==> src/include/fifo_threshold_turnaround_defs.vh <==
// Constants for the threshold and line turn-around configuration block
//
// Operation
// - Transmit FIFO interrupt trigger level is 8 bits, one to 128, step one.
// - Receive FIFO interrupt trigger level is 8 bits, one to 128, step one.
// - Stored zero or one means level one; larger N up to 0x80 means N.
// - High receive fill threshold tells the remote sender to stop.
// - Low receive fill threshold tells the remote sender it may resume.
// - The four threshold registers apply only in 128-byte FIFO mode.
// - Prescaler is 4 bits in the low nibble, upper nibble reserved, reset 0.
// - Turn-around delay is 8 bits, counted in bit periods, not clocks.
// - After the last bit leaves the shifter, load delay, count down per bit.
// - At count zero the selected direction pin is driven to logic 0.
// - In multidrop mode RTS or DTR steers external transceiver direction; here only with i_transmitter_drives_direction_pin also set.
// - Direction control only with multidrop enable set; else plain port.
// - Direction pin select one uses DTR, zero uses RTS.
// - Transmit interrupt when TX content below trigger level or FIFO empty.
`ifndef FIFO_THRESHOLD_TURNAROUND_DEFS_VH
`define FIFO_THRESHOLD_TURNAROUND_DEFS_VH

// Register addresses on the local register port
`define ADDR_TX_FIFO_IRQ_LEVEL 3'h0
`define ADDR_RX_FIFO_IRQ_LEVEL 3'h1
`define ADDR_FLOW_HIGH_THRESHOLD 3'h2
`define ADDR_FLOW_LOW_THRESHOLD 3'h3
`define ADDR_CLOCK_PRESCALE_VALUE 3'h4
`define ADDR_LINE_TURNAROUND_DELAY 3'h5
`define ADDR_DIRECTION_STATUS 3'h6

// Reset values
`define RST_TX_FIFO_IRQ_LEVEL 8'h00
`define RST_RX_FIFO_IRQ_LEVEL 8'h00
`define RST_FLOW_HIGH_THRESHOLD 8'h00
`define RST_FLOW_LOW_THRESHOLD 8'h00
`define RST_CLOCK_PRESCALE_VALUE 4'h0
`define RST_LINE_TURNAROUND_DELAY 8'h00

// Field layout of the prescaler register
`define PRESCALE_MSB 3
`define PRESCALE_LSB 0

// Level encoding
`define LEVEL_MIN 8'h01
`define LEVEL_MAX 8'h80

// Last oversampling phase of a bit period; 16 ticks per bit
`define TICKS_PER_BIT 4'hf

`endif

==> src/hw/fifo_level_compare.v <==
// Threshold decode and FIFO fill comparison
`timescale 1ns/10ps
`default_nettype none
`include "fifo_threshold_turnaround_defs.vh"
module fifo_level_compare (
  input wire [7:0] i_level_raw,
  input wire [7:0] i_fill_count,
  output wire o_at_or_above,
  output wire [7:0] o_level
);

  // Zero and one both mean one entry; cap at the 128 entry FIFO
  function [7:0] effective_level;
    input [7:0] raw;
    begin
      if (raw < `LEVEL_MIN) begin
        effective_level = `LEVEL_MIN;
      end else if (raw > `LEVEL_MAX) begin
        effective_level = `LEVEL_MAX;
      end else begin
        effective_level = raw;
      end
    end
  endfunction

  // Pure comparison; the caller registers the result
  assign o_level = effective_level(i_level_raw);
  assign o_at_or_above = (i_fill_count >= o_level);

endmodule // fifo_level_compare

`default_nettype wire

==> src/hw/bit_period_tick.v <==
// Divides the oversampling enable down to one pulse per bit period
`timescale 1ns/10ps
`default_nettype none
`include "fifo_threshold_turnaround_defs.vh"
module bit_period_tick (
  input wire i_sys_clk,
  input wire i_reset_n,
  input wire i_clear,
  input wire i_tick16,
  output reg o_bit_tick
);

  reg [3:0] phase;

  // Clear realigns the bit boundary to the end of the last stop bit
  always @(posedge i_sys_clk) begin
    if (!i_reset_n || i_clear) begin
      phase <= 4'h0;
      o_bit_tick <= 1'b0;
    end else begin
      o_bit_tick <= 1'b0;
      if (i_tick16) begin
        if (phase == `TICKS_PER_BIT) begin
          phase <= 4'h0;
          o_bit_tick <= 1'b1;
        end else begin
          phase <= phase + 4'h1;
        end
      end
    end
  end

endmodule // bit_period_tick

`default_nettype wire

==> src/hw/fifo_threshold_turnaround_cfg.v <==
// Threshold registers and RS-485 line turn-around countdown
`timescale 1ns/10ps
`default_nettype none
`include "fifo_threshold_turnaround_defs.vh"
module fifo_threshold_turnaround_cfg (
  input wire i_sys_clk,
  input wire i_reset_n,
  // Local register port
  input wire i_reg_wr_en,
  input wire [2:0] i_reg_addr,
  input wire [7:0] i_reg_wr_data,
  output reg [7:0] o_reg_rd_data,
  // Mode controls from the rest of the UART
  input wire i_fifo128_mode,
  input wire i_multidrop_mode_enable,
  input wire i_direction_pin_select,
  input wire i_transmitter_drives_direction_pin,
  input wire i_tx_empty_irq_mode,
  // Levels used in 32-byte FIFO mode
  input wire [7:0] i_alt_tx_level,
  input wire [7:0] i_alt_rx_level,
  input wire [7:0] i_alt_flow_high,
  input wire [7:0] i_alt_flow_low,
  // FIFO and transmitter state
  input wire [7:0] i_tx_fifo_count,
  input wire [7:0] i_rx_fifo_count,
  input wire i_tx_start,
  input wire i_tx_shift_done,
  input wire i_baud_tick16,
  // Modem outputs as the modem control logic wants them
  input wire i_rts_normal,
  input wire i_dtr_normal,
  // Outputs
  output reg o_tx_irq,
  output reg o_rx_irq,
  output reg o_flow_stop,
  output reg o_flow_resume,
  output reg [3:0] o_clock_prescale,
  output reg o_rts_pin,
  output reg o_dtr_pin,
  output reg o_turnaround_busy
);

  // Direction states
  localparam [1:0] DIR_RECEIVE = 2'b00;
  localparam [1:0] DIR_TRANSMIT = 2'b01;
  localparam [1:0] DIR_COUNTDOWN = 2'b10;

  reg [7:0] tx_fifo_irq_level;
  reg [7:0] rx_fifo_irq_level;
  reg [7:0] flow_high_threshold;
  reg [7:0] flow_low_threshold;
  reg [3:0] clock_prescale_value;
  reg [7:0] line_turnaround_delay;
  reg [1:0] dir_state;
  reg [1:0] next_dir_state;
  reg [7:0] turn_count;
  reg [7:0] next_turn_count;
  reg bit_clear;
  reg tx_was_empty;
  wire bit_tick;
  wire tx_ge;
  wire rx_ge;
  wire high_ge;
  wire low_ge;
  wire [7:0] sel_tx;
  wire [7:0] sel_rx;
  wire [7:0] sel_high;
  wire [7:0] sel_low;
  wire tx_empty_now;
  wire auto_dir;
  wire dir_level;

  // Register writes; prescaler keeps only its low nibble
  always @(posedge i_sys_clk) begin
    if (!i_reset_n) begin
      tx_fifo_irq_level <= `RST_TX_FIFO_IRQ_LEVEL;
      rx_fifo_irq_level <= `RST_RX_FIFO_IRQ_LEVEL;
      flow_high_threshold <= `RST_FLOW_HIGH_THRESHOLD;
      flow_low_threshold <= `RST_FLOW_LOW_THRESHOLD;
      clock_prescale_value <= `RST_CLOCK_PRESCALE_VALUE;
      line_turnaround_delay <= `RST_LINE_TURNAROUND_DELAY;
    end else if (i_reg_wr_en) begin
      case (i_reg_addr)
        `ADDR_TX_FIFO_IRQ_LEVEL: begin
          tx_fifo_irq_level <= i_reg_wr_data;
        end
        `ADDR_RX_FIFO_IRQ_LEVEL: begin
          rx_fifo_irq_level <= i_reg_wr_data;
        end
        `ADDR_FLOW_HIGH_THRESHOLD: begin
          flow_high_threshold <= i_reg_wr_data;
        end
        `ADDR_FLOW_LOW_THRESHOLD: begin
          flow_low_threshold <= i_reg_wr_data;
        end
        `ADDR_CLOCK_PRESCALE_VALUE: begin
          clock_prescale_value <=
            i_reg_wr_data[`PRESCALE_MSB:`PRESCALE_LSB];
        end
        `ADDR_LINE_TURNAROUND_DELAY: begin
          line_turnaround_delay <= i_reg_wr_data;
        end
        default: begin
        end
      endcase
    end
  end

  // Read data registered one cycle after the address; unmapped reads zero
  always @(posedge i_sys_clk) begin
    if (!i_reset_n) begin
      o_reg_rd_data <= 8'h00;
    end else begin
      case (i_reg_addr)
        `ADDR_TX_FIFO_IRQ_LEVEL: o_reg_rd_data <= tx_fifo_irq_level;
        `ADDR_RX_FIFO_IRQ_LEVEL: o_reg_rd_data <= rx_fifo_irq_level;
        `ADDR_FLOW_HIGH_THRESHOLD: o_reg_rd_data <= flow_high_threshold;
        `ADDR_FLOW_LOW_THRESHOLD: o_reg_rd_data <= flow_low_threshold;
        `ADDR_CLOCK_PRESCALE_VALUE: begin
          o_reg_rd_data <= {4'h0, clock_prescale_value};
        end
        `ADDR_LINE_TURNAROUND_DELAY: o_reg_rd_data <= line_turnaround_delay;
        `ADDR_DIRECTION_STATUS: begin
          o_reg_rd_data <= {6'h00, dir_state};
        end
        default: o_reg_rd_data <= 8'h00;
      endcase
    end
  end

  // Same source choice for all four thresholds
  function [7:0] pick_level;
    input use_prog;
    input [7:0] prog;
    input [7:0] alt;
    begin
      pick_level = use_prog ? prog : alt;
    end
  endfunction

  // Programmed thresholds only count in 128-byte mode
  assign sel_tx = pick_level(i_fifo128_mode, tx_fifo_irq_level,
    i_alt_tx_level);
  assign sel_rx = pick_level(i_fifo128_mode, rx_fifo_irq_level,
    i_alt_rx_level);
  assign sel_high = pick_level(i_fifo128_mode, flow_high_threshold,
    i_alt_flow_high);
  assign sel_low = pick_level(i_fifo128_mode, flow_low_threshold,
    i_alt_flow_low);

  // Decoded levels stay open; only the comparison is used here
  fifo_level_compare u_tx_cmp (
    .i_level_raw(sel_tx),
    .i_fill_count(i_tx_fifo_count),
    .o_at_or_above(tx_ge),
    .o_level()
  );

  fifo_level_compare u_rx_cmp (
    .i_level_raw(sel_rx),
    .i_fill_count(i_rx_fifo_count),
    .o_at_or_above(rx_ge),
    .o_level()
  );

  fifo_level_compare u_high_cmp (
    .i_level_raw(sel_high),
    .i_fill_count(i_rx_fifo_count),
    .o_at_or_above(high_ge),
    .o_level()
  );

  fifo_level_compare u_low_cmp (
    .i_level_raw(sel_low),
    .i_fill_count(i_rx_fifo_count),
    .o_at_or_above(low_ge),
    .o_level()
  );

  // Empty alone, or empty and shifter drained in the stricter mode
  assign tx_empty_now = (i_tx_fifo_count == 8'h00) &&
    (!i_tx_empty_irq_mode || tx_was_empty);

  // Remembers that the last stop bit has left since the FIFO emptied
  // New data wins over a simultaneous stop bit: the shifter reloads
  always @(posedge i_sys_clk) begin
    if (!i_reset_n) begin
      tx_was_empty <= 1'b1;
    end else if (i_tx_start) begin
      tx_was_empty <= 1'b0;
    end else if (i_tx_shift_done) begin
      tx_was_empty <= 1'b1;
    end
  end

  // Threshold outputs; high wins over resume so both never stand together
  always @(posedge i_sys_clk) begin
    if (!i_reset_n) begin
      o_tx_irq <= 1'b0;
      o_rx_irq <= 1'b0;
      o_flow_stop <= 1'b0;
      o_flow_resume <= 1'b0;
      o_clock_prescale <= `RST_CLOCK_PRESCALE_VALUE;
    end else begin
      o_tx_irq <= !tx_ge || tx_empty_now;
      o_rx_irq <= rx_ge;
      o_flow_stop <= high_ge;
      o_flow_resume <= !high_ge && !low_ge;
      o_clock_prescale <= clock_prescale_value;
    end
  end

  assign auto_dir = i_multidrop_mode_enable &&
    i_transmitter_drives_direction_pin;

  // Divider restarts at load so the first bit period is a whole one
  bit_period_tick u_bit_tick (
    .i_sys_clk(i_sys_clk),
    .i_reset_n(i_reset_n),
    .i_clear(bit_clear),
    .i_tick16(i_baud_tick16),
    .o_bit_tick(bit_tick)
  );

  // Direction state machine; new data always wins over the countdown
  // A zero delay turns the line round on the last stop bit itself
  always @* begin
    next_dir_state = dir_state;
    next_turn_count = turn_count;
    bit_clear = 1'b0;
    if (!auto_dir) begin
      next_dir_state = DIR_RECEIVE;
      next_turn_count = 8'h00;
    end else if (i_tx_start) begin
      next_dir_state = DIR_TRANSMIT;
      next_turn_count = 8'h00;
    end else begin
      case (dir_state)
        DIR_RECEIVE: begin
        end
        DIR_TRANSMIT: begin
          if (i_tx_shift_done && i_tx_fifo_count == 8'h00) begin
            bit_clear = 1'b1;
            next_turn_count = line_turnaround_delay;
            if (line_turnaround_delay == 8'h00) begin
              next_dir_state = DIR_RECEIVE;
            end else begin
              next_dir_state = DIR_COUNTDOWN;
            end
          end
        end
        DIR_COUNTDOWN: begin
          if (bit_tick) begin
            next_turn_count = turn_count - 8'h01;
            if (turn_count == 8'h01) begin
              next_dir_state = DIR_RECEIVE;
            end
          end
        end
        default: begin
          next_dir_state = DIR_RECEIVE;
        end
      endcase
    end
  end

  always @(posedge i_sys_clk) begin
    if (!i_reset_n) begin
      dir_state <= DIR_RECEIVE;
      turn_count <= 8'h00;
    end else begin
      dir_state <= next_dir_state;
      turn_count <= next_turn_count;
    end
  end

  // Pin high while sending, low once turned round for receiving
  assign dir_level = (next_dir_state != DIR_RECEIVE);

  // Selected pin carries direction; the other keeps its modem role
  // Reset leaves both pins high, the idle level of the modem lines
  always @(posedge i_sys_clk) begin
    if (!i_reset_n) begin
      o_rts_pin <= 1'b1;
      o_dtr_pin <= 1'b1;
      o_turnaround_busy <= 1'b0;
    end else begin
      o_turnaround_busy <= (next_dir_state == DIR_COUNTDOWN);
      if (auto_dir && i_direction_pin_select) begin
        o_dtr_pin <= dir_level;
        o_rts_pin <= i_rts_normal;
      end else if (auto_dir) begin
        o_rts_pin <= dir_level;
        o_dtr_pin <= i_dtr_normal;
      end else begin
        o_rts_pin <= i_rts_normal;
        o_dtr_pin <= i_dtr_normal;
      end
    end
  end

endmodule // fifo_threshold_turnaround_cfg

`default_nettype wire

==> config.mk <==
export PLATFORM = sky130hd
export DESIGN_NAME = fifo_threshold_turnaround_cfg
export DESIGN_NICKNAME = d
export VERILOG_FILES = /design/src/hw/fifo_level_compare.v /design/src/hw/bit_period_tick.v /design/src/hw/fifo_threshold_turnaround_cfg.v
export VERILOG_INCLUDE_DIRS = /design/src /design/src/include
export SDC_FILE = /design/constraint.sdc
export NUM_CORES = 1
export LEC_CHECK = 0
export BUFFER_PORTS_ARGS = -buffer_cell sky130_fd_sc_hd__buf_2
export CORE_MARGIN = 3
export CORE_UTILIZATION = 50
export DETAILED_ROUTE_END_ITERATION = 7
export PLACE_DENSITY = 0.73
export SYNTH_ARGS = -nofsm -noshare
export SYNTH_HDL_FRONTEND = slang
export SYNTH_SLANG_ARGS = --single-unit
==> constraint.sdc <==
create_clock -name i_sys_clk -period 3.9 [get_ports i_sys_clk]
set_clock_uncertainty 0.05 [all_clocks]
set_input_delay 0.585 -clock i_sys_clk [delete_from_list [all_inputs] [get_ports i_sys_clk]]
set_output_delay 0.585 -clock i_sys_clk [all_outputs]
set_load 0.005 [all_outputs]
==> metrics <==
status complete, no violations; Setup violations, final 0; share of the synthesized area in the top cell type 0.3344; cells after synthesis 583; Crit path depth 11; Clk pin slew, worst setup/hold paths around 0.080 ns; reg-to-reg startpoint flow_low_threshold[4]; critical path class flip-flop to flip-flop; Hold-fix buffers, CTS 0; area share of fa/ha/maj cells after synthesis 0.1032; Post-CTS Resized 0; global-route wire length before repair roughly 20,000 microns; Tcrit/Tclk final 0.8083; proportion of layout cells with a drive suffix above 1 0.2117; Critical Path RT 4.09 ns; Finished Cell Area between 0.005 and 0.006 sq mm; Fill cells 820; root buffer cell clkbuf_8; CP Capture Type flip-flop; Seq/Total Area, Yosys 0.3344; CP dominant cell by count a21o_1; top_reg_cell synth dfxtp_1; Longest Clk Path Bufs 2; CP Cell Sequence or4b_2 -> o41ai_1 -> inv_1 -> a21boi_0 -> ha_1 -> nand2b_1 -> a21o_1 -> a21oi_1 -> o21ai_0 -> a21o_1 -> a2111oi_0; Iter 0 DRT Violations ~260; Distinct cells, synth 52; dpl cell area approximately 0.0053 sq mm; setup bufs post-CTS 0; Max Cap Viol 0; post-DR wirelength/cell roughly 16 microns; Num Clock Sinks around 80; Critical Path End o_flow_resume; initial core utilization 0.5294; total core area 0.008934 sq mm; Vias/cell about 5.8; multiplexer share of the synthesized area 0.1257; fin. max-slew vios 0; fin nets 774; unrepaired setup endpoints after global routing false; top post-synthesis cells by area dfxtp_1 (33%), ha_1 (10%), nand2_1 (10%); Hold Fails Final Rpt 0; synthesized flop and latch total a little under 80; pwr dens 304.0 mW/mm^2; die area ~0.011 sq mm; leakage 2.227 nW; DRT antenna net count 0; min Tclk post-route about 3.2 ns; largest family of logic cells by synthesized area simple AND/OR/NAND/NOR gates; DP Wirelength 9814 microns; Max VDD drop 184.6 uV; Clock Latency Late Sink 0.35 ns; TNS Setup 0 ns; mapped cell area around 0.0047 sq mm; Max Freq roughly 320 MHz; Rows 34; Worst Max-Slew Pin Slew just under 0.9 ns; Final GP Congestion ~0.93; CP Launch Point flow_low_threshold[4]; TritonRoute pass-1 iters 4; critical path peak fanout 4; Synth Area in Compound Gates 0.1630; drt drc 0; worst-path cell with the longest stage delay or4b_2; leading area contributor after synthesis dfxtp_1; commonest non-fill, non-tap cell in the layout nand2_1; H-Tree Depth 3; Worst R2R End o_flow_resume; Area growth, synth to finish 14.29%; most frequent cells in the layout nand2_1 (128), buf_2 (90), dfxtp_1 (79); antenna fix cells 0; initial antenna violation count 0; Die Wd around 100 microns; HP Class flip-flop to flip-flop; CP bufs+invs 1; die height a little over 100 microns; critical path startpoint category flip-flop; total gr overflow 0; number of top-level pins just over 90; Yosys warnings 0; DP Cell Count 760; total track usage 0.2455; fin cells between 700 and 800; post-synth net total about 690; EDFF count, synth 0; Synth async-reset ratio 0; total CTS buffers 9; slew margin rel. 0.4116; CTS tree yes; critical path's top delay family compound AO/OA/AOI/OAI gates; post-synthesis simple-gate area fraction 0.2312; CP arrival between 3 and 4 ns; vias in the first global route around 4,300; Mean Syn Cell Area just over 8 sq um; r2r setup slk approximately 0.75 ns; largest net degree at the start of global routing 56; CP max stage delay approximately 0.67 ns; Final Routed Wirelength around 13,000 microns; I/O Buffers 90; Post-Synth XOR/XNOR Area 0.007407; R2R depth 11; fin util 0.6050; total number of vias 4,479
registers in the layout (all words and copies together) (netlist names), 2 cells and up:
| register | flops |
|---|---|
| clock_prescale_value | 4 |
| dir_state | 2 |
| flow_high_threshold | 8 |
| flow_low_threshold | 8 |
| line_turnaround_delay | 8 |
| o_clock_prescale | 4 |
| o_reg_rd_data | 8 |
| rx_fifo_irq_level | 8 |
| turn_count | 8 |
| tx_fifo_irq_level | 8 |
| u_bit_tick.phase | 4 |
final cells by class:
| class | instances | area, sq um | share of cell area |
|---|---|---|---|
| clock buffers | 9 | 123.9 | 0.02292 |
| clock inverters | 5 | 27.53 | 0.005093 |
| inverters | 18 | 67.56 | 0.01250 |
| multi-input cells | 460 | 2982 | 0.5516 |
| flip-flops and latches | 79 | 1582 | 0.2926 |
| well taps | 108 | 135.1 | 0.02500 |
| repair buffers | 95 | 488.0 | 0.09028 |
how the worst min path moves through the flow:
stage	start	end	slack, ns	cells past startpoint
2_1_floorplan	u_bit_tick.phase[3]	u_bit_tick.o_bit_tick	0.38	2
3_3_place_gp	u_bit_tick.phase[3]	u_bit_tick.o_bit_tick	0.41	2
3_5_place_dp	u_bit_tick.phase[3]	u_bit_tick.o_bit_tick	0.41	2
4_1_cts	u_bit_tick.phase[3]	u_bit_tick.o_bit_tick	0.43	2
5_1_grt	i_tx_start	tx_was_empty	0.44	2
6_report	u_bit_tick.phase[3]	u_bit_tick.o_bit_tick	0.42	2
worst reg2reg max path, cell delays in order (launching register included):
cell	delay, ns
dfxtp_1	0.34
or4b_2	0.67
o41ai_1	0.37
inv_1	0.08
a21boi_0	0.22
ha_1	0.27
nand2b_1	0.14
a21o_1	0.18
a21oi_1	0.12
o21ai_0	0.09
a21o_1	0.18
a2111oi_0	0.34
power breakdown:
group | internal (mW) | total (mW) | leakage (nW) | switching [mW]
Clock | 0.219 | 0.513 | 0.0805 | 0.293
Sequential | 0.826 | 0.842 | 0.641 | 0.0159
Combinational | 0.132 | 0.289 | 1.51 | 0.157
cell families after synthesis:
kind of cell	Yosys count
flops	79
simple gates	239
fa+ha+maj	39
xor+xnor	4
buf+inv	44
compound gates	130
mux	48
Yosys cell counts (2+ instances only):
master       n
nand2_1    128
dfxtp_1     79
a21oi_1     66
ha_1        39
nor2_1      32
clkbuf_1    21
mux2_2      21
o21ai_0     21
mux2i_1     20
inv_1       17
nor4_1      15
nand2b_1    12
nand3_1     11
nor3_1       9
a21o_1       8
nor2b_1      8
mux4_2       7
a22oi_1      6
and2_1       6
or3_1        5
a31oi_1      4
buf_1        4
a211oi_1     3
a21boi_0     3
o211ai_1     3
xnor2_1      3
and3_1       2
and4b_1      2
o21a_1       2
o2bb2ai_1    2
o31ai_1      2
or4_1        2
routing by layer:
| metal | track usage | share of wire |
|---|---|---|
| met5 | 0 | 0 |
| met4 | 0.09861 | 0.029 |
| met3 | 0.06036 | 0.059 |
| met2 | 0.4055 | 0.48 |
| met1 | 0.3080 | 0.43 |
through the flow:
step | hold WS [ns] | power, mW | setup slack, ns
6_report | 0.4234 | 1.643 | 0.7476
5_1_grt | 0.4401 | 1.724 | 0.6103
3_3_place_gp | 0.4090 | 1.135 | 0.5753
3_5_place_dp | 0.4123 | 1.147 | 0.4303
4_1_cts | 0.4304 | 1.657 | 0.7221
2_1_floorplan | 0.3830 | 1.037 | 0.6550
Note: power is estimated with default switching activity, not from simulation.
